--- src/rtl/wsr_pkg.sv ---
// What this block does
// - entering stop sets the warm-start flag
// - guard reset during stop keeps flag at one
// - secondary source: none, and of 0-3, and of 0-7
// - retriggerable one-shot, first refresh enables it
// - refresh instruction updates zero, sign, overflow flags
// - mode register writable only 60 clocks after restart
// - mode register write-only at index 0x0F
// - stop time-out keeps configuration, still delays reset
// - time select picks 256/512/1024/4096 or RC times
// - halt bit keeps guard counting in halt
// - stop bit keeps guard counting in stop
// - stop and crystal bits keep crystal for guard
// - clock select: crystal pin or on-board RC
// - halted crystal in stop never advances guard
// - permanent option overrides halt and stop bits in guard gating, not in crystal keep-alive
// - mode register bits 7 to 5 do nothing
// - reset held while supply below threshold
// - test-disable fuse refuses test mode forever
// - reset delay triggered by power-good, recovery, time-out
// - polarity bit applies to both source registers
package wsr_pkg;
    // clock and bus geometry
    localparam int unsigned CLK_HZ = 20_000_000;
    localparam int unsigned ADDR_W = 5;
    // register indices, byte address is four times these
    localparam logic [4:0] IDX_STOP_WAKE_CONTROL = 5'h0B;
    localparam logic [4:0] IDX_STOP_WAKE_SOURCE_2 = 5'h0D;
    localparam logic [4:0] IDX_GUARD_TIMER_MODE = 5'h0F;
    localparam logic [4:0] IDX_GUARD_STATUS = 5'h10;
    // stop_wake_control fields
    localparam int unsigned SWC_WARM_BIT = 7;
    localparam int unsigned SWC_POL_BIT = 6;
    localparam int unsigned SWC_DELAY_BIT = 5;
    localparam int unsigned SWC_SRC_LSB = 2;
    localparam int unsigned SWC_DIV16_BIT = 0;
    localparam logic [6:0] SWC_RESET = 7'h20;
    // stop_wake_source_2 fields
    localparam int unsigned SWS2_SRC_LSB = 0;
    localparam logic [1:0] SWS2_RESET = 2'h0;
    // guard_timer_mode fields, bits 7..5 are never stored
    localparam int unsigned GTM_TSEL_LSB = 0;
    localparam int unsigned GTM_HALT_BIT = 2;
    localparam int unsigned GTM_STOP_BIT = 3;
    localparam int unsigned GTM_CLKSEL_BIT = 4;
    localparam logic [4:0] GTM_RESET = 5'h0C;
    // write window after each restart, in system clocks
    localparam logic [6:0] WINDOW_CYCLES = 7'h3C;
    // crystal-clocked time-outs in crystal ticks
    localparam int unsigned XTAL_TICKS_0 = 256;
    localparam int unsigned XTAL_TICKS_1 = 512;
    localparam int unsigned XTAL_TICKS_2 = 1024;
    localparam int unsigned XTAL_TICKS_3 = 4096;
    // RC time-outs in ns, minimum times, so cycle counts round up
    localparam longint unsigned RC_TIME_NS_0 = 6_250_000;
    localparam longint unsigned RC_TIME_NS_1 = 12_500_000;
    localparam longint unsigned RC_TIME_NS_2 = 25_000_000;
    localparam longint unsigned RC_TIME_NS_3 = 100_000_000;
    localparam int unsigned RC_CYCLES_0 = int'((RC_TIME_NS_0 * CLK_HZ + 999_999_999) / 1_000_000_000);
    localparam int unsigned RC_CYCLES_1 = int'((RC_TIME_NS_1 * CLK_HZ + 999_999_999) / 1_000_000_000);
    localparam int unsigned RC_CYCLES_2 = int'((RC_TIME_NS_2 * CLK_HZ + 999_999_999) / 1_000_000_000);
    localparam int unsigned RC_CYCLES_3 = int'((RC_TIME_NS_3 * CLK_HZ + 999_999_999) / 1_000_000_000);
    // reset delay length, no figure given, plain default
    localparam int unsigned POR_DELAY_CYCLES = 16;
    // primary source codes
    localparam logic [2:0] SRC1_NONE = 3'h0;
    localparam logic [2:0] SRC1_P31 = 3'h2;
    localparam logic [2:0] SRC1_P32 = 3'h3;
    localparam logic [2:0] SRC1_P33 = 3'h4;
    localparam logic [2:0] SRC1_P27 = 3'h5;
    localparam logic [2:0] SRC1_NOR_LOW = 3'h6;
    localparam logic [2:0] SRC1_NOR_ALL = 3'h7;
    // secondary source codes
    localparam logic [1:0] SRC2_NONE = 2'h0;
    localparam logic [1:0] SRC2_AND_LOW = 2'h1;
    localparam logic [1:0] SRC2_AND_ALL = 2'h2;
    // power mode of the core
    typedef enum logic [1:0] {
        MODE_RUN = 2'b00,
        MODE_HALT = 2'b01,
        MODE_STOP = 2'b10
    } wsr_mode_t;
endpackage

--- src/rtl/wsr_count_timer.sv ---
`timescale 1ns/10ps
`default_nettype none
// one-shot counter: counts advances up to limit, then one expired pulse
module wsr_count_timer #(
    parameter int unsigned WIDTH = 22
) (
    input wire logic clk,
    input wire logic rst_n,
    input wire logic clear,
    input wire logic advance,
    input wire logic [WIDTH-1:0] limit,
    output logic expired
);
    typedef struct packed {
        logic [WIDTH-1:0] cnt; // advances seen so far
        logic expired;         // one-cycle pulse
    } wsr_timer_t;
    wsr_timer_t r_ff;
    wsr_timer_t nxt_r;
    logic [WIDTH-1:0] cnt_plus;
    assign cnt_plus = r_ff.cnt + {{(WIDTH-1){1'b0}}, 1'b1};
    // count, wrap to zero at terminal count
    always_comb begin
        nxt_r = r_ff;
        nxt_r.expired = 1'b0;
        if (clear) begin
            nxt_r.cnt = '0;
        end else if (advance) begin
            if (cnt_plus >= limit) begin
                // zero restarts the chain so one time-out gives one pulse
                nxt_r.cnt = '0;
                nxt_r.expired = 1'b1;
            end else begin
                nxt_r.cnt = cnt_plus;
            end
        end
    end
    // state register
    always_ff @(posedge clk or negedge rst_n) begin
        if (!rst_n) begin
            r_ff <= '0;
        end else begin
            r_ff <= nxt_r;
        end
    end
    assign expired = r_ff.expired;
endmodule
`default_nettype wire

--- src/rtl/wsr_guard_top.sv ---
// The Avalon-MM register port was decided locally.
`timescale 1ns/10ps
`default_nettype none
// guard timer, stop-wake bookkeeping and reset sequencing behind an avalon slave
module wsr_guard_top #(
    parameter int unsigned RC_TICKS_0 = wsr_pkg::RC_CYCLES_0,
    parameter int unsigned RC_TICKS_1 = wsr_pkg::RC_CYCLES_1,
    parameter int unsigned RC_TICKS_2 = wsr_pkg::RC_CYCLES_2,
    parameter int unsigned RC_TICKS_3 = wsr_pkg::RC_CYCLES_3,
    parameter int unsigned POR_DELAY = wsr_pkg::POR_DELAY_CYCLES
) (
    input wire logic clk,
    input wire logic rst_n,
    // avalon-mm slave, word addressed
    input wire logic [4:0] avs_address,
    input wire logic avs_read,
    input wire logic avs_write,
    input wire logic [31:0] avs_writedata,
    input wire logic [3:0] avs_byteenable,
    output logic [31:0] avs_readdata,
    output logic avs_waitrequest,
    // core events, one-cycle pulses on clk
    input wire logic refresh_instr,
    input wire logic halt_entry,
    input wire logic halt_exit,
    input wire logic stop_entry,
    // pins from outside the clock domain
    input wire logic [7:0] port2_in,
    input wire logic [2:0] port3_in,
    input wire logic crystal_in_pin,
    input wire logic supply_ok,
    // fuse options, static levels, and the test mode request
    input wire logic opt_permanent_guard,
    input wire logic opt_test_disable,
    input wire logic test_mode_req,
    // outputs
    output logic core_reset,
    output logic peripheral_reset,
    output logic stop_recovered,
    output logic flag_update,
    output logic crystal_keep_alive,
    output logic test_mode_grant
);
    localparam int unsigned TW = 22; // fits 100 ms at 20 MHz
    localparam int unsigned DW = 16; // reset delay counter width

    // all register state of this block
    typedef struct packed {
        logic ack;                 // bus answer cycle
        logic [31:0] rdata;        // registered read data
        wsr_pkg::wsr_mode_t mode;  // run, halt, stop
        logic warm;                // cold/warm start flag
        logic [6:0] swc;           // stop_wake_control bits 6..0
        logic [1:0] sws2;          // stop_wake_source_2 source field
        logic [4:0] gtm;           // guard_timer_mode bits 4..0
        logic guard_on;            // enabled by first refresh
        logic delay_active;        // reset delay one-shot running
        logic core_reset;          // reset to the core
        logic [6:0] win_cnt;       // write window remaining
        logic xtal_last;           // crystal level last cycle
        logic supply_last;         // supply level last cycle
        logic periph_rst;          // pulse to port/config registers
        logic recovered;           // pulse on stop recovery
        logic flag_upd;            // pulse to core flag logic
        logic test_lock;           // test-disable caught for good
    } wsr_core_state_t;

    wsr_core_state_t r_ff;
    wsr_core_state_t nxt_r;

    // synchronised pins: port2, port3, crystal, supply
    logic [12:0] pins_s;
    logic [7:0] p2_s;
    logic [2:0] p3_s;
    logic xtal_s;
    logic supply_s;
    logic guard_expired;
    logic delay_expired;
    logic [TW-1:0] guard_limit;
    logic bus_req;
    logic wr_take;
    logic win_open;
    logic in_stop;
    logic in_halt;
    logic guard_enabled;
    logic guard_tick;
    logic guard_gate;
    logic guard_clear;
    logic [1:0] wake_sel;
    logic wake_hit;
    logic delay_trig;
    logic supply_rise;

    // address match, used by both read and write paths
    function automatic logic reg_hit(input logic [4:0] addr, input logic [4:0] idx);
        reg_hit = (addr == idx);
    endfunction

    // picks the wake level: {valid, level}; primary wins over secondary
    function automatic logic [1:0] wake_select(input logic [2:0] src1, input logic [1:0] src2,
                                               input logic [7:0] p2, input logic [2:0] p3);
        logic [1:0] res;
        res = 2'b00;
        if (src1 != wsr_pkg::SRC1_NONE) begin
            // software should have left the secondary field at zero
            unique case (src1)
                wsr_pkg::SRC1_P31: res = {1'b1, p3[0]};
                wsr_pkg::SRC1_P32: res = {1'b1, p3[1]};
                wsr_pkg::SRC1_P33: res = {1'b1, p3[2]};
                wsr_pkg::SRC1_P27: res = {1'b1, p2[7]};
                wsr_pkg::SRC1_NOR_LOW: res = {1'b1, ~|p2[3:0]};
                wsr_pkg::SRC1_NOR_ALL: res = {1'b1, ~|p2};
                default: res = 2'b00; // reserved code wakes nothing
            endcase
        end else begin
            unique case (src2)
                wsr_pkg::SRC2_AND_LOW: res = {1'b1, &p2[3:0]};
                wsr_pkg::SRC2_AND_ALL: res = {1'b1, &p2};
                default: res = 2'b00; // none: only power-up or external reset
            endcase
        end
        wake_select = res;
    endfunction

    // port, crystal and supply levels pass four flops: three synchroniser stages and the filtered output flop
    wsr_pin_sync #(
        .WIDTH(13)
    ) u_pin_sync (
        .clk(clk),
        .rst_n(rst_n),
        .din({supply_ok, crystal_in_pin, port3_in, port2_in}),
        .q(pins_s)
    );
    assign p2_s = pins_s[7:0];
    assign p3_s = pins_s[10:8];
    assign xtal_s = pins_s[11];
    assign supply_s = pins_s[12];

    // bus handshake: one wait cycle, then the answer
    assign bus_req = avs_read | avs_write;
    assign avs_waitrequest = bus_req & ~r_ff.ack;
    assign wr_take = avs_write & r_ff.ack & avs_byteenable[0];
    assign avs_readdata = r_ff.rdata;

    // mode register only opens for a short time after each restart
    assign win_open = (r_ff.win_cnt != 7'h00) & ~r_ff.core_reset;

    assign in_stop = (r_ff.mode == wsr_pkg::MODE_STOP);
    assign in_halt = (r_ff.mode == wsr_pkg::MODE_HALT);

    // permanent fuse keeps the guard on without a refresh
    assign guard_enabled = r_ff.guard_on | opt_permanent_guard;

    // crystal edges only arrive while the oscillator runs, so a halted crystal freezes the count
    assign guard_tick = r_ff.gtm[wsr_pkg::GTM_CLKSEL_BIT] ? (xtal_s & ~r_ff.xtal_last) : 1'b1;

    // activity gating by mode; the fuse overrides the halt and stop bits
    assign guard_gate = guard_enabled
                      & (r_ff.mode == wsr_pkg::MODE_RUN
                         | (in_halt & (r_ff.gtm[wsr_pkg::GTM_HALT_BIT] | opt_permanent_guard))
                         | (in_stop & (r_ff.gtm[wsr_pkg::GTM_STOP_BIT] | opt_permanent_guard)));

    // refresh and reset restart the chain
    assign guard_clear = refresh_instr | r_ff.core_reset | ~guard_enabled;

    // time select, crystal ticks or RC-equivalent system clocks
    always_comb begin
        guard_limit = TW'(RC_TICKS_0);
        unique case ({r_ff.gtm[wsr_pkg::GTM_CLKSEL_BIT], r_ff.gtm[1:0]})
            3'b000: guard_limit = TW'(RC_TICKS_0);
            3'b001: guard_limit = TW'(RC_TICKS_1);
            3'b010: guard_limit = TW'(RC_TICKS_2);
            3'b011: guard_limit = TW'(RC_TICKS_3);
            3'b100: guard_limit = TW'(wsr_pkg::XTAL_TICKS_0);
            3'b101: guard_limit = TW'(wsr_pkg::XTAL_TICKS_1);
            3'b110: guard_limit = TW'(wsr_pkg::XTAL_TICKS_2);
            3'b111: guard_limit = TW'(wsr_pkg::XTAL_TICKS_3);
        endcase
    end

    // the guard one-shot itself
    wsr_count_timer #(
        .WIDTH(TW)
    ) u_guard_timer (
        .clk(clk),
        .rst_n(rst_n),
        .clear(guard_clear),
        .advance(guard_gate & guard_tick),
        .limit(guard_limit),
        .expired(guard_expired)
    );

    // wake level compared against the polarity bit for either source register
    assign wake_sel = wake_select(r_ff.swc[wsr_pkg::SWC_SRC_LSB +: 3], r_ff.sws2, p2_s, p3_s);
    assign wake_hit = in_stop & wake_sel[1]
                    & (wake_sel[0] == r_ff.swc[wsr_pkg::SWC_POL_BIT]);

    // delay triggers: power good, recovery with delay bit, guard time-out
    assign supply_rise = supply_s & ~r_ff.supply_last;
    assign delay_trig = supply_rise
                      | (wake_hit & r_ff.swc[wsr_pkg::SWC_DELAY_BIT])
                      | guard_expired;

    // reset delay one-shot, held cleared while supply is low
    wsr_count_timer #(
        .WIDTH(DW)
    ) u_delay_timer (
        .clk(clk),
        .rst_n(rst_n),
        .clear(delay_trig | ~r_ff.delay_active | ~supply_s),
        .advance(r_ff.delay_active),
        .limit(DW'(POR_DELAY)),
        .expired(delay_expired)
    );

    // next-state logic
    always_comb begin
        nxt_r = r_ff;
        nxt_r.ack = bus_req & ~r_ff.ack;
        nxt_r.xtal_last = xtal_s;
        nxt_r.supply_last = supply_s;
        nxt_r.periph_rst = 1'b0;
        nxt_r.recovered = 1'b0;
        // every refresh tells the core to update its condition flags
        nxt_r.flag_upd = refresh_instr;
        // fuse caught by a clock, once seen never released
        nxt_r.test_lock = r_ff.test_lock | opt_test_disable;

        // read data prepared in the wait cycle so it stands at the answer
        if (bus_req & ~r_ff.ack & avs_read) begin
            nxt_r.rdata = 32'h0000_0000;
            if (reg_hit(avs_address, wsr_pkg::IDX_STOP_WAKE_CONTROL)) begin
                // only the flag reads back, the rest is write-only
                nxt_r.rdata[wsr_pkg::SWC_WARM_BIT] = r_ff.warm;
            end else if (reg_hit(avs_address, wsr_pkg::IDX_GUARD_STATUS)) begin
                nxt_r.rdata[6:0] = {r_ff.test_lock, in_halt, r_ff.delay_active, in_stop,
                                    r_ff.warm, win_open, guard_enabled};
            end
            // mode register and unmapped indices read zero
        end

        // register writes
        if (wr_take & reg_hit(avs_address, wsr_pkg::IDX_STOP_WAKE_CONTROL)) begin
            nxt_r.swc = avs_writedata[6:0];
        end
        if (wr_take & reg_hit(avs_address, wsr_pkg::IDX_STOP_WAKE_SOURCE_2)) begin
            nxt_r.sws2 = avs_writedata[wsr_pkg::SWS2_SRC_LSB +: 2];
        end
        if (wr_take & reg_hit(avs_address, wsr_pkg::IDX_GUARD_TIMER_MODE) & win_open) begin
            // bits 7..5 are dropped, they steer nothing
            nxt_r.gtm = avs_writedata[4:0];
        end

        // window counts down once opened
        if (r_ff.win_cnt != 7'h00) begin
            nxt_r.win_cnt = r_ff.win_cnt - 7'h01;
        end

        // first refresh enables the guard
        if (refresh_instr & ~r_ff.core_reset) begin
            nxt_r.guard_on = 1'b1;
        end

        // core power modes
        if (halt_entry) begin
            nxt_r.mode = wsr_pkg::MODE_HALT;
        end
        if (halt_exit & in_halt) begin
            nxt_r.mode = wsr_pkg::MODE_RUN;
        end

        // stop recovery by a wake source
        if (wake_hit) begin
            nxt_r.mode = wsr_pkg::MODE_RUN;
            nxt_r.recovered = 1'b1;
            nxt_r.swc[wsr_pkg::SWC_DIV16_BIT] = 1'b0;
            if (!r_ff.swc[wsr_pkg::SWC_DELAY_BIT]) begin
                // no delay: the window restarts at once
                nxt_r.win_cnt = wsr_pkg::WINDOW_CYCLES;
            end
        end

        // guard time-out
        if (guard_expired) begin
            nxt_r.guard_on = 1'b0;
            nxt_r.mode = wsr_pkg::MODE_RUN;
            if (!in_stop) begin
                // outside stop the configuration goes back to defaults
                nxt_r.swc = wsr_pkg::SWC_RESET;
                nxt_r.sws2 = wsr_pkg::SWS2_RESET;
                nxt_r.gtm = wsr_pkg::GTM_RESET;
                nxt_r.periph_rst = 1'b1;
                nxt_r.warm = 1'b0;
            end
            // in stop configuration and flag are kept
        end

        // reset delay one-shot
        if (delay_trig) begin
            nxt_r.delay_active = 1'b1;
        end else if (delay_expired) begin
            nxt_r.delay_active = 1'b0;
        end

        // low supply is a full power-up reset
        if (!supply_s) begin
            nxt_r.delay_active = 1'b1;
            nxt_r.mode = wsr_pkg::MODE_RUN;
            nxt_r.guard_on = 1'b0;
            nxt_r.swc = wsr_pkg::SWC_RESET;
            nxt_r.sws2 = wsr_pkg::SWS2_RESET;
            nxt_r.gtm = wsr_pkg::GTM_RESET;
            nxt_r.warm = 1'b0;
            // one pulse as the supply falls, not a level while it stays low
            nxt_r.periph_rst = r_ff.supply_last;
        end

        // core reset held while supply is low or the delay runs
        nxt_r.core_reset = ~supply_s | nxt_r.delay_active;
        // window opens when the core leaves reset
        if (r_ff.core_reset & ~nxt_r.core_reset) begin
            nxt_r.win_cnt = wsr_pkg::WINDOW_CYCLES;
        end
        if (nxt_r.core_reset) begin
            nxt_r.guard_on = 1'b0;
        end

        // stop entry sets the flag last, so it wins over any clear
        if (stop_entry & ~r_ff.core_reset) begin
            nxt_r.mode = wsr_pkg::MODE_STOP;
            nxt_r.warm = 1'b1;
        end
    end

    // state register
    always_ff @(posedge clk or negedge rst_n) begin
        if (!rst_n) begin
            r_ff.ack <= 1'b0;
            r_ff.rdata <= 32'h0000_0000;
            r_ff.mode <= wsr_pkg::MODE_RUN;
            r_ff.warm <= 1'b0;
            r_ff.swc <= wsr_pkg::SWC_RESET;
            r_ff.sws2 <= wsr_pkg::SWS2_RESET;
            r_ff.gtm <= wsr_pkg::GTM_RESET;
            r_ff.guard_on <= 1'b0;
            r_ff.delay_active <= 1'b1;
            r_ff.core_reset <= 1'b1;
            r_ff.win_cnt <= 7'h00;
            r_ff.xtal_last <= 1'b0;
            r_ff.supply_last <= 1'b0;
            r_ff.periph_rst <= 1'b0;
            r_ff.recovered <= 1'b0;
            r_ff.flag_upd <= 1'b0;
            r_ff.test_lock <= 1'b0;
        end else begin
            r_ff <= nxt_r;
        end
    end

    // outputs
    assign core_reset = r_ff.core_reset;
    assign peripheral_reset = r_ff.periph_rst;
    assign stop_recovered = r_ff.recovered;
    assign flag_update = r_ff.flag_upd;
    // keeps the crystal alive in stop for the guard alone
    assign crystal_keep_alive = in_stop & r_ff.gtm[wsr_pkg::GTM_STOP_BIT]
                              & r_ff.gtm[wsr_pkg::GTM_CLKSEL_BIT];
    // refused for good once the fuse has been seen
    assign test_mode_grant = test_mode_req & ~r_ff.test_lock & ~opt_test_disable;
endmodule
`default_nettype wire

--- src/rtl/wsr_pin_sync.sv ---
`timescale 1ns/10ps
`default_nettype none
// three-stage pin synchroniser; output moves only when stages two and three agree
module wsr_pin_sync #(
    parameter int unsigned WIDTH = 1
) (
    input wire logic clk,
    input wire logic rst_n,
    input wire logic [WIDTH-1:0] din,
    output logic [WIDTH-1:0] q
);
    typedef struct packed {
        logic [WIDTH-1:0] s1; // first stage, read only by s2
        logic [WIDTH-1:0] s2;
        logic [WIDTH-1:0] s3;
        logic [WIDTH-1:0] q;
    } wsr_sync_t;
    wsr_sync_t r_ff;
    wsr_sync_t nxt_r;
    // shift and filter
    always_comb begin
        nxt_r = r_ff;
        nxt_r.s1 = din;
        nxt_r.s2 = r_ff.s1;
        nxt_r.s3 = r_ff.s2;
        // agreeing bits take the new level, others hold
        nxt_r.q = (~(r_ff.s2 ^ r_ff.s3) & r_ff.s2) | ((r_ff.s2 ^ r_ff.s3) & r_ff.q);
    end
    // state register
    always_ff @(posedge clk or negedge rst_n) begin
        if (!rst_n) begin
            r_ff <= '0;
        end else begin
            r_ff <= nxt_r;
        end
    end
    assign q = r_ff.q;
endmodule
`default_nettype wire

--- config.mk ---
export PLATFORM = sky130hd
export DESIGN_NAME = wsr_guard_top
export DESIGN_NICKNAME = d
export VERILOG_FILES = /design/src/rtl/wsr_pkg.sv /design/src/rtl/wsr_count_timer.sv /design/src/rtl/wsr_guard_top.sv /design/src/rtl/wsr_pin_sync.sv
export SDC_FILE = /design/constraint.sdc
export NUM_CORES = 1
export LEC_CHECK = 0
export ABC_AREA = 1
export BUFFER_PORTS_ARGS = -buffer_cell sky130_fd_sc_hd__buf_2
export CAP_MARGIN = 40
export CORE_UTILIZATION = 47
export DETAILED_ROUTE_END_ITERATION = 16
export HOLD_SLACK_MARGIN = 0.05
export PLACE_DENSITY = 0.68
export SETUP_SLACK_MARGIN = 0.5
export SKIP_CTS_REPAIR_TIMING = 1
export SLEW_MARGIN = 20
export SYNTH_ARGS = -nofsm -noshare
export SYNTH_HDL_FRONTEND = slang
export SYNTH_HIERARCHICAL = 1
export SYNTH_SLANG_ARGS = --single-unit
--- constraint.sdc ---
create_clock -name clk -period 2.6 [get_ports clk]
set_clock_uncertainty 0.2 [all_clocks]
set_input_delay 0.13 -clock clk [delete_from_list [all_inputs] [get_ports clk]]
set_output_delay 0.13 -clock clk [all_outputs]
set_load 0.01 [all_outputs]
== Yosys cells after proc, flatten, opt, wreduce, memory -nomap -nowiden ==
Memories as Yosys holds them, arrays and structs flattened.
Cells that the tools add are included.

* Bits in registers: 134
* ROM bits: 144
* Output and inout port bits: 39
* Memories: 1

{| class="wikitable"
|+ Memories
! memory !! words !! width !! rd ports !! clocked after Yosys merged registers in !! write ports !! line !! RTL
|-
| (name not given) || 8 || 18 || 1 || 0 || 0 || wsr_guard_top.sv:169 || <nowiki>unique case ({r_ff.gtm[wsr_pkg::GTM_CLKSEL_BIT], r_ff.gtm[1:0]})</nowiki>
|}

* Add/subtract/negate cells: 3
* Magnitude comparators: 2
* Equality and inequality tests: 19
* Multiplexer cells: 40
* Bitwise logic cells: 55
* Reductions and logical operators: 12

{| class="wikitable"
|+ Operators with widths
! kind !! count
|-
| $mux 7 || 7
|-
| $mux 22 || 2
|-
| $mux 16 || 2
|-
| $and 1x1->1 || 26
|-
| $and 13x13->13 || 2
|-
| $mux 23 || 1
|-
| $add 22x1->22 const B || 1
|-
| $ge 22x22->1 || 1
|-
| $mux 19 || 1
|-
| $mux 18 || 1
|-
| $mux 17 || 1
|-
| $add 16x1->16 const B || 1
|-
| $ge 16x5->1 const B || 1
|-
| $eq 5x4->1 const B || 3
|-
| $mux 1 || 15
|-
| $mux 15 || 1
|-
| $or 1x1->1 || 14
|-
| $not 13->13 || 1
|-
| $or 13x13->13 || 1
|-
| $xor 13x13->13 || 1
|-
| $eq 3x3->1 const B || 4
|-
| $pmux 2 s6 || 1
|-
| $mux 2 || 5
|-
| $not 1->1 || 10
|-
| 23 further kinds || 28
|}

== Logic depth before layout (Yosys ltp) ==
* Depth in word-level cells: 15
* Gate-level depth with buffers: 20
* Mapped depth without buffers: 19

== Hierarchy ==
Netlist, hierarchy kept.

{| class="wikitable"
|+ By module, submodules not included
! module !! instances !! cells an instance !! area an instance (um^2)
|-
| wsr_guard_top || 1 || 315 || 2423.6
|-
| wsr_count_timer at u_guard_timer || 1 || 367 || 2332.2
|-
| wsr_count_timer at u_delay_timer || 1 || 253 || 1617.8
|-
| wsr_pin_sync || 1 || 117 || 1610.3
|}

== Worst setup path after synthesis ==
No wires, ideal clock.

* Path type: flip-flop to flip-flop
* From: reg u_guard_timer/r_ff[1] in the netlist's numbering
* To: reg u_guard_timer/r_ff[3] in the netlist's numbering
* Setup time: 0.126 ns
* Arrival: 2.304 ns
* Data required time: 2.274 ns
* Path slack: -0.030 ns
* Cell stages (with the launch flop): 18
* Buffers on the path: 1
* Period minus slack after synthesis: 2.630 ns
* Cell sequence: dfrtp_1 ha_1 nand2_4 nor2_8 nand2_4 nor2_2 or2_1 nand2_1 inv_1 ha_1 nand2_1 nor2_1 nand2_1 nor2_1 nand2_1 nand3_1 clkbuf_2 o21ai_0

* Word-level cells in the longest chain between the ends: 5

{| class="wikitable"
|+ RTL lines
! what !! line !! RTL
|-
| start: declaration || wsr_count_timer.sv:18 || <nowiki>wsr_timer_t r_ff;</nowiki>
|-
| start signal: assignment || wsr_count_timer.sv:43 || <nowiki>r_ff <= nxt_r;</nowiki>
|-
| $add 22x1->22 * || wsr_count_timer.sv:21 || <nowiki>assign cnt_plus = r_ff.cnt + {{(WIDTH-1){1'b0}}, 1'b1};</nowiki>
|-
| $ge 22x22->1 || wsr_count_timer.sv:29 || <nowiki>if (cnt_plus >= limit) begin</nowiki>
|-
| $mux 22 * || wsr_count_timer.sv:29 ||
|-
| $mux 23 * || wsr_count_timer.sv:28 || <nowiki>end else if (advance) begin</nowiki>
|-
| $mux 22 * || wsr_count_timer.sv:26 || <nowiki>if (clear) begin</nowiki>
|}

Mark *: on every way between the ends. The rest lies on a longest branch, timed or not. The select of a mux whose other input is x is not followed.
A chain may end at the register's enable or synchronous reset.

== Worst setup path in the final report ==
* From: reg u_guard_timer/r_ff[2] in the netlist's numbering
* To: reg u_guard_timer/r_ff[13] in the netlist's numbering

Same word-level chain as after synthesis.

==> results_dict.tcl <==
set metrics [dict create \
    synth_edf_count 0 \
    clk_latency_ps 430 \
    gp_congestion 0.8606 \
    power.density_mw_per_mm2 512.2 \
    leakagePower_nw 5.472 \
    cts_buffers 17 \
    ir_drop_mv 0.4457 \
    vias 6919 \
    cts-root-buf "clkbuf_16" \
    io_pins 104 \
    grt_pass1_vias 6274 \
    dpl.hpwl_mm 12.45 \
    antenna_found_initial 0 \
    intPower_w 0.003901 \
    cpMaxStageDelayCell "dfrtp_2" \
    drv_slew 0 \
    fin_crit_sh 1.024 \
    track_usage 0.2116 \
    port_buffers 51 \
    cp.buffers_inverters 2 \
    path_max_fanout 6 \
    clockBufferDepth 2 \
    vias_per_cell 4.752 \
    status "finished, violations left" \
    cts.sinks 131 \
    synth_top_cell_area_share 0.3981 \
    clkPwrFrac 0.454 \
    rsz0062_at_grt "true" \
    path_delay_family "simple AND/OR/NAND/NOR gates" \
    final_common_cell "nand2_1" \
    syn_area_per_cell_um2 7.589 \
    diodes 0 \
    ant_nets 0 \
    grt_max_degree 45 \
    drc 0 \
    critPathCaptureType "register" \
    grt_pass1_wl_mm 29.28 \
    clk_pin_slew_ps 60 \
    cp-start-kind "register" \
    die-width_um 132.3 \
    placed_cell_area_mm2 0.008889 \
    final_cell_mix "247 x nand2_1, 164 x inv_1, 114 x dfrtp_1" \
    finalSetupViolations 11 \
    wirelength_mm 18.78 \
    yosysWarnings 6 \
    timing.fmax_mhz 375.4 \
    drv_cap 0 \
    post-route-util 0.6262 \
    worstPathArrival_ps 2770 \
    cp.required_ps 2710 \
    drive_above_1_share 0.2702 \
    cts_tree "yes" \
    initial_core_util 0.4814 \
    nNetsFinal 1332 \
    hold_violations 0 \
    power_switching_w 0.001418 \
    h-tree-depth 4 \
    cpPeakStageDelay_ps 440 \
    timing.hold.ws_ps 59.25 \
    drtIter0Drc 436 \
    ys_seq_elements 131 \
    drt_first_pass_iters 5 \
    fin_crit_ps 2664 \
    violations "setup timing" \
    p_seq_frac 0.424 \
    setup_tns_ps -488.7 \
    avgRoutedWirePerCell_um 12.90 \
    ys_seq_area_frac 0.4112 \
    p_comb_frac 0.122 \
    area.growth.synth_to_final_pct 30.07 \
    fill_cells 1375 \
    design_area_mm2 0.01039 \
    synthesis.instances 1052 \
    path_cells "ha_4 > nand2_4 > nor2_8 > nand2_4 > nor2_2 > or2_1 > nand2_1 > inv_1 > ha_1 > nand2_2 > nor2_2 > nand2_1 > nor2_1 > nand2_2 > nand2_2 > nor2_4 > buf_6 > nand2_2 > nand2_2" \
    grt-ovfl-total 0 \
    dieArea_mm2 0.01751 \
    synth_ff_type "dfrtp_1" \
    synth_area_mm2 0.007984 \
    die_h_um 132.3 \
    p_sw_frac 0.2667 \
    num_rows 47 \
    layout_setup_ws_ps -63.65 \
    synthTopCellsByArea "dfrtp_1 40%, nand2_1 13%, inv_1 7.9%" \
    async_reset_ff_frac 1.000 \
    coreArea_mm2 0.01658 \
    synth_cell_type_count 47 \
    hold_class "input pin to asynchronous set/reset pin" \
    path_class "register to register" \
    crit_top_cell "nand2_2" \
    yosysTopAreaCell "dfrtp_1" \
]
==> sequential cells by signal, summed over array words and instances, names as in the netlist, named ones only <==
signal,flops
flag_update,1
u_guard_timer/expired,1
r_ff,27
avs_readdata,8
u_pin_sync/r_ff,13
u_guard_timer/r_ff,22
u_delay_timer/r_ff,16
u_delay_timer/expired,1
core_reset,1
stop_recovered,1
peripheral_reset,1
u_pin_sync/nxt_r,26
==> routing by layer <==
layer	part of all wire	GRT usage	vias up
met2	0.49	0.3480	140
met1	0.46	0.2734	3250
li1	-	-	3506
met5	0	0	-
met3	0.042	0.05536	23
met4	0.014	0.06322	0
==> through the flow <==
step / total power [W] / instances / setup WS (ps)
after floorplan: 0.002706 / 1094 / 135.8
after global placement: 0.002811 / 1368 / -25.05
after detailed placement: 0.002830 / 1368 / -71.23
after CTS: 0.005260 / 1400 / -91.56
after global routing: 0.005569 / 1456 / -228.5
final: 0.005319 / 1456 / -63.65
==> cells in the mapped netlist, types with 11 or more instances <==
master and instances:
a21oi_1 43, buf_4 46, dfrtp_1 127, ha_1 44, inv_1 167, inv_2 14, nand2_1 278, nand2_2 11
nand3_1 46, nor2_1 125, nor2_2 11, o21ai_0 21, o21ai_1 12
==> path summary, 6_finish.rpt <==
kind | start | endpoint | slack [ps] | depth (start not counted)
worst max-delay path | u_guard_timer/r_ff[2]$_DFFE_PN0P_ | u_guard_timer/r_ff[13]$_DFFE_PN0P_ | -60 | 19
worst min-delay path | rst_n | r_ff[28]$_DFF_PN1_ | 60 | 2
worst max register to register | u_guard_timer/r_ff[2]$_DFFE_PN0P_ | u_guard_timer/r_ff[13]$_DFFE_PN0P_ | -60 | 19
worst min register to register | u_pin_sync/nxt_r[27]$_DFF_PN0_ | u_pin_sync/nxt_r[14]$_DFF_PN0_ | 150 | 0
max in group asynchronous | rst_n | r_ff[18]$_DFF_PN1_ | 1750 | 3
min in group clk | avs_write | r_ff[21]$_DFF_PN0_ | 60 | 5
==> power groups by stage <==
stage	registers [W]	clock network (W)	logic, W
4_1_cts	0.00225	0.00245	0.000561
2_1_floorplan	0.00226	0	0.000445
3_3_place_gp	0.00228	0	0.000532
5_1_grt	0.00227	0.00255	0.000754
6_report	0.00225	0.00242	0.000650
3_5_place_dp	0.00228	0	0.000547
==> cell families after synthesis <==
| family | share of synthesized area |
|---|---|
| flops | 0.4112 |
| other cells | 0.0009406 |
| buf+inv | 0.1365 |
| compound gates | 0.06692 |
| fa+ha+maj | 0.06895 |
| xor+xnor | 0.01802 |
| simple gates | 0.2974 |
==> cell type report <==
| class | count | area [µm²] | share of cell area |
|---|---|---|---|
| timing repair buffer | 167 | 1348 | 0.1298 |
| tap | 220 | 275.3 | 0.02651 |
| clock buffer | 20 | 446.7 | 0.04301 |
| sequential | 131 | 3299 | 0.3177 |
| inverter | 182 | 685.7 | 0.06602 |
| multi-input combinational | 724 | 4187 | 0.4031 |
| clock inverter | 12 | 143.9 | 0.01386 |
Note: power is estimated with default switching activity, not from simulation.
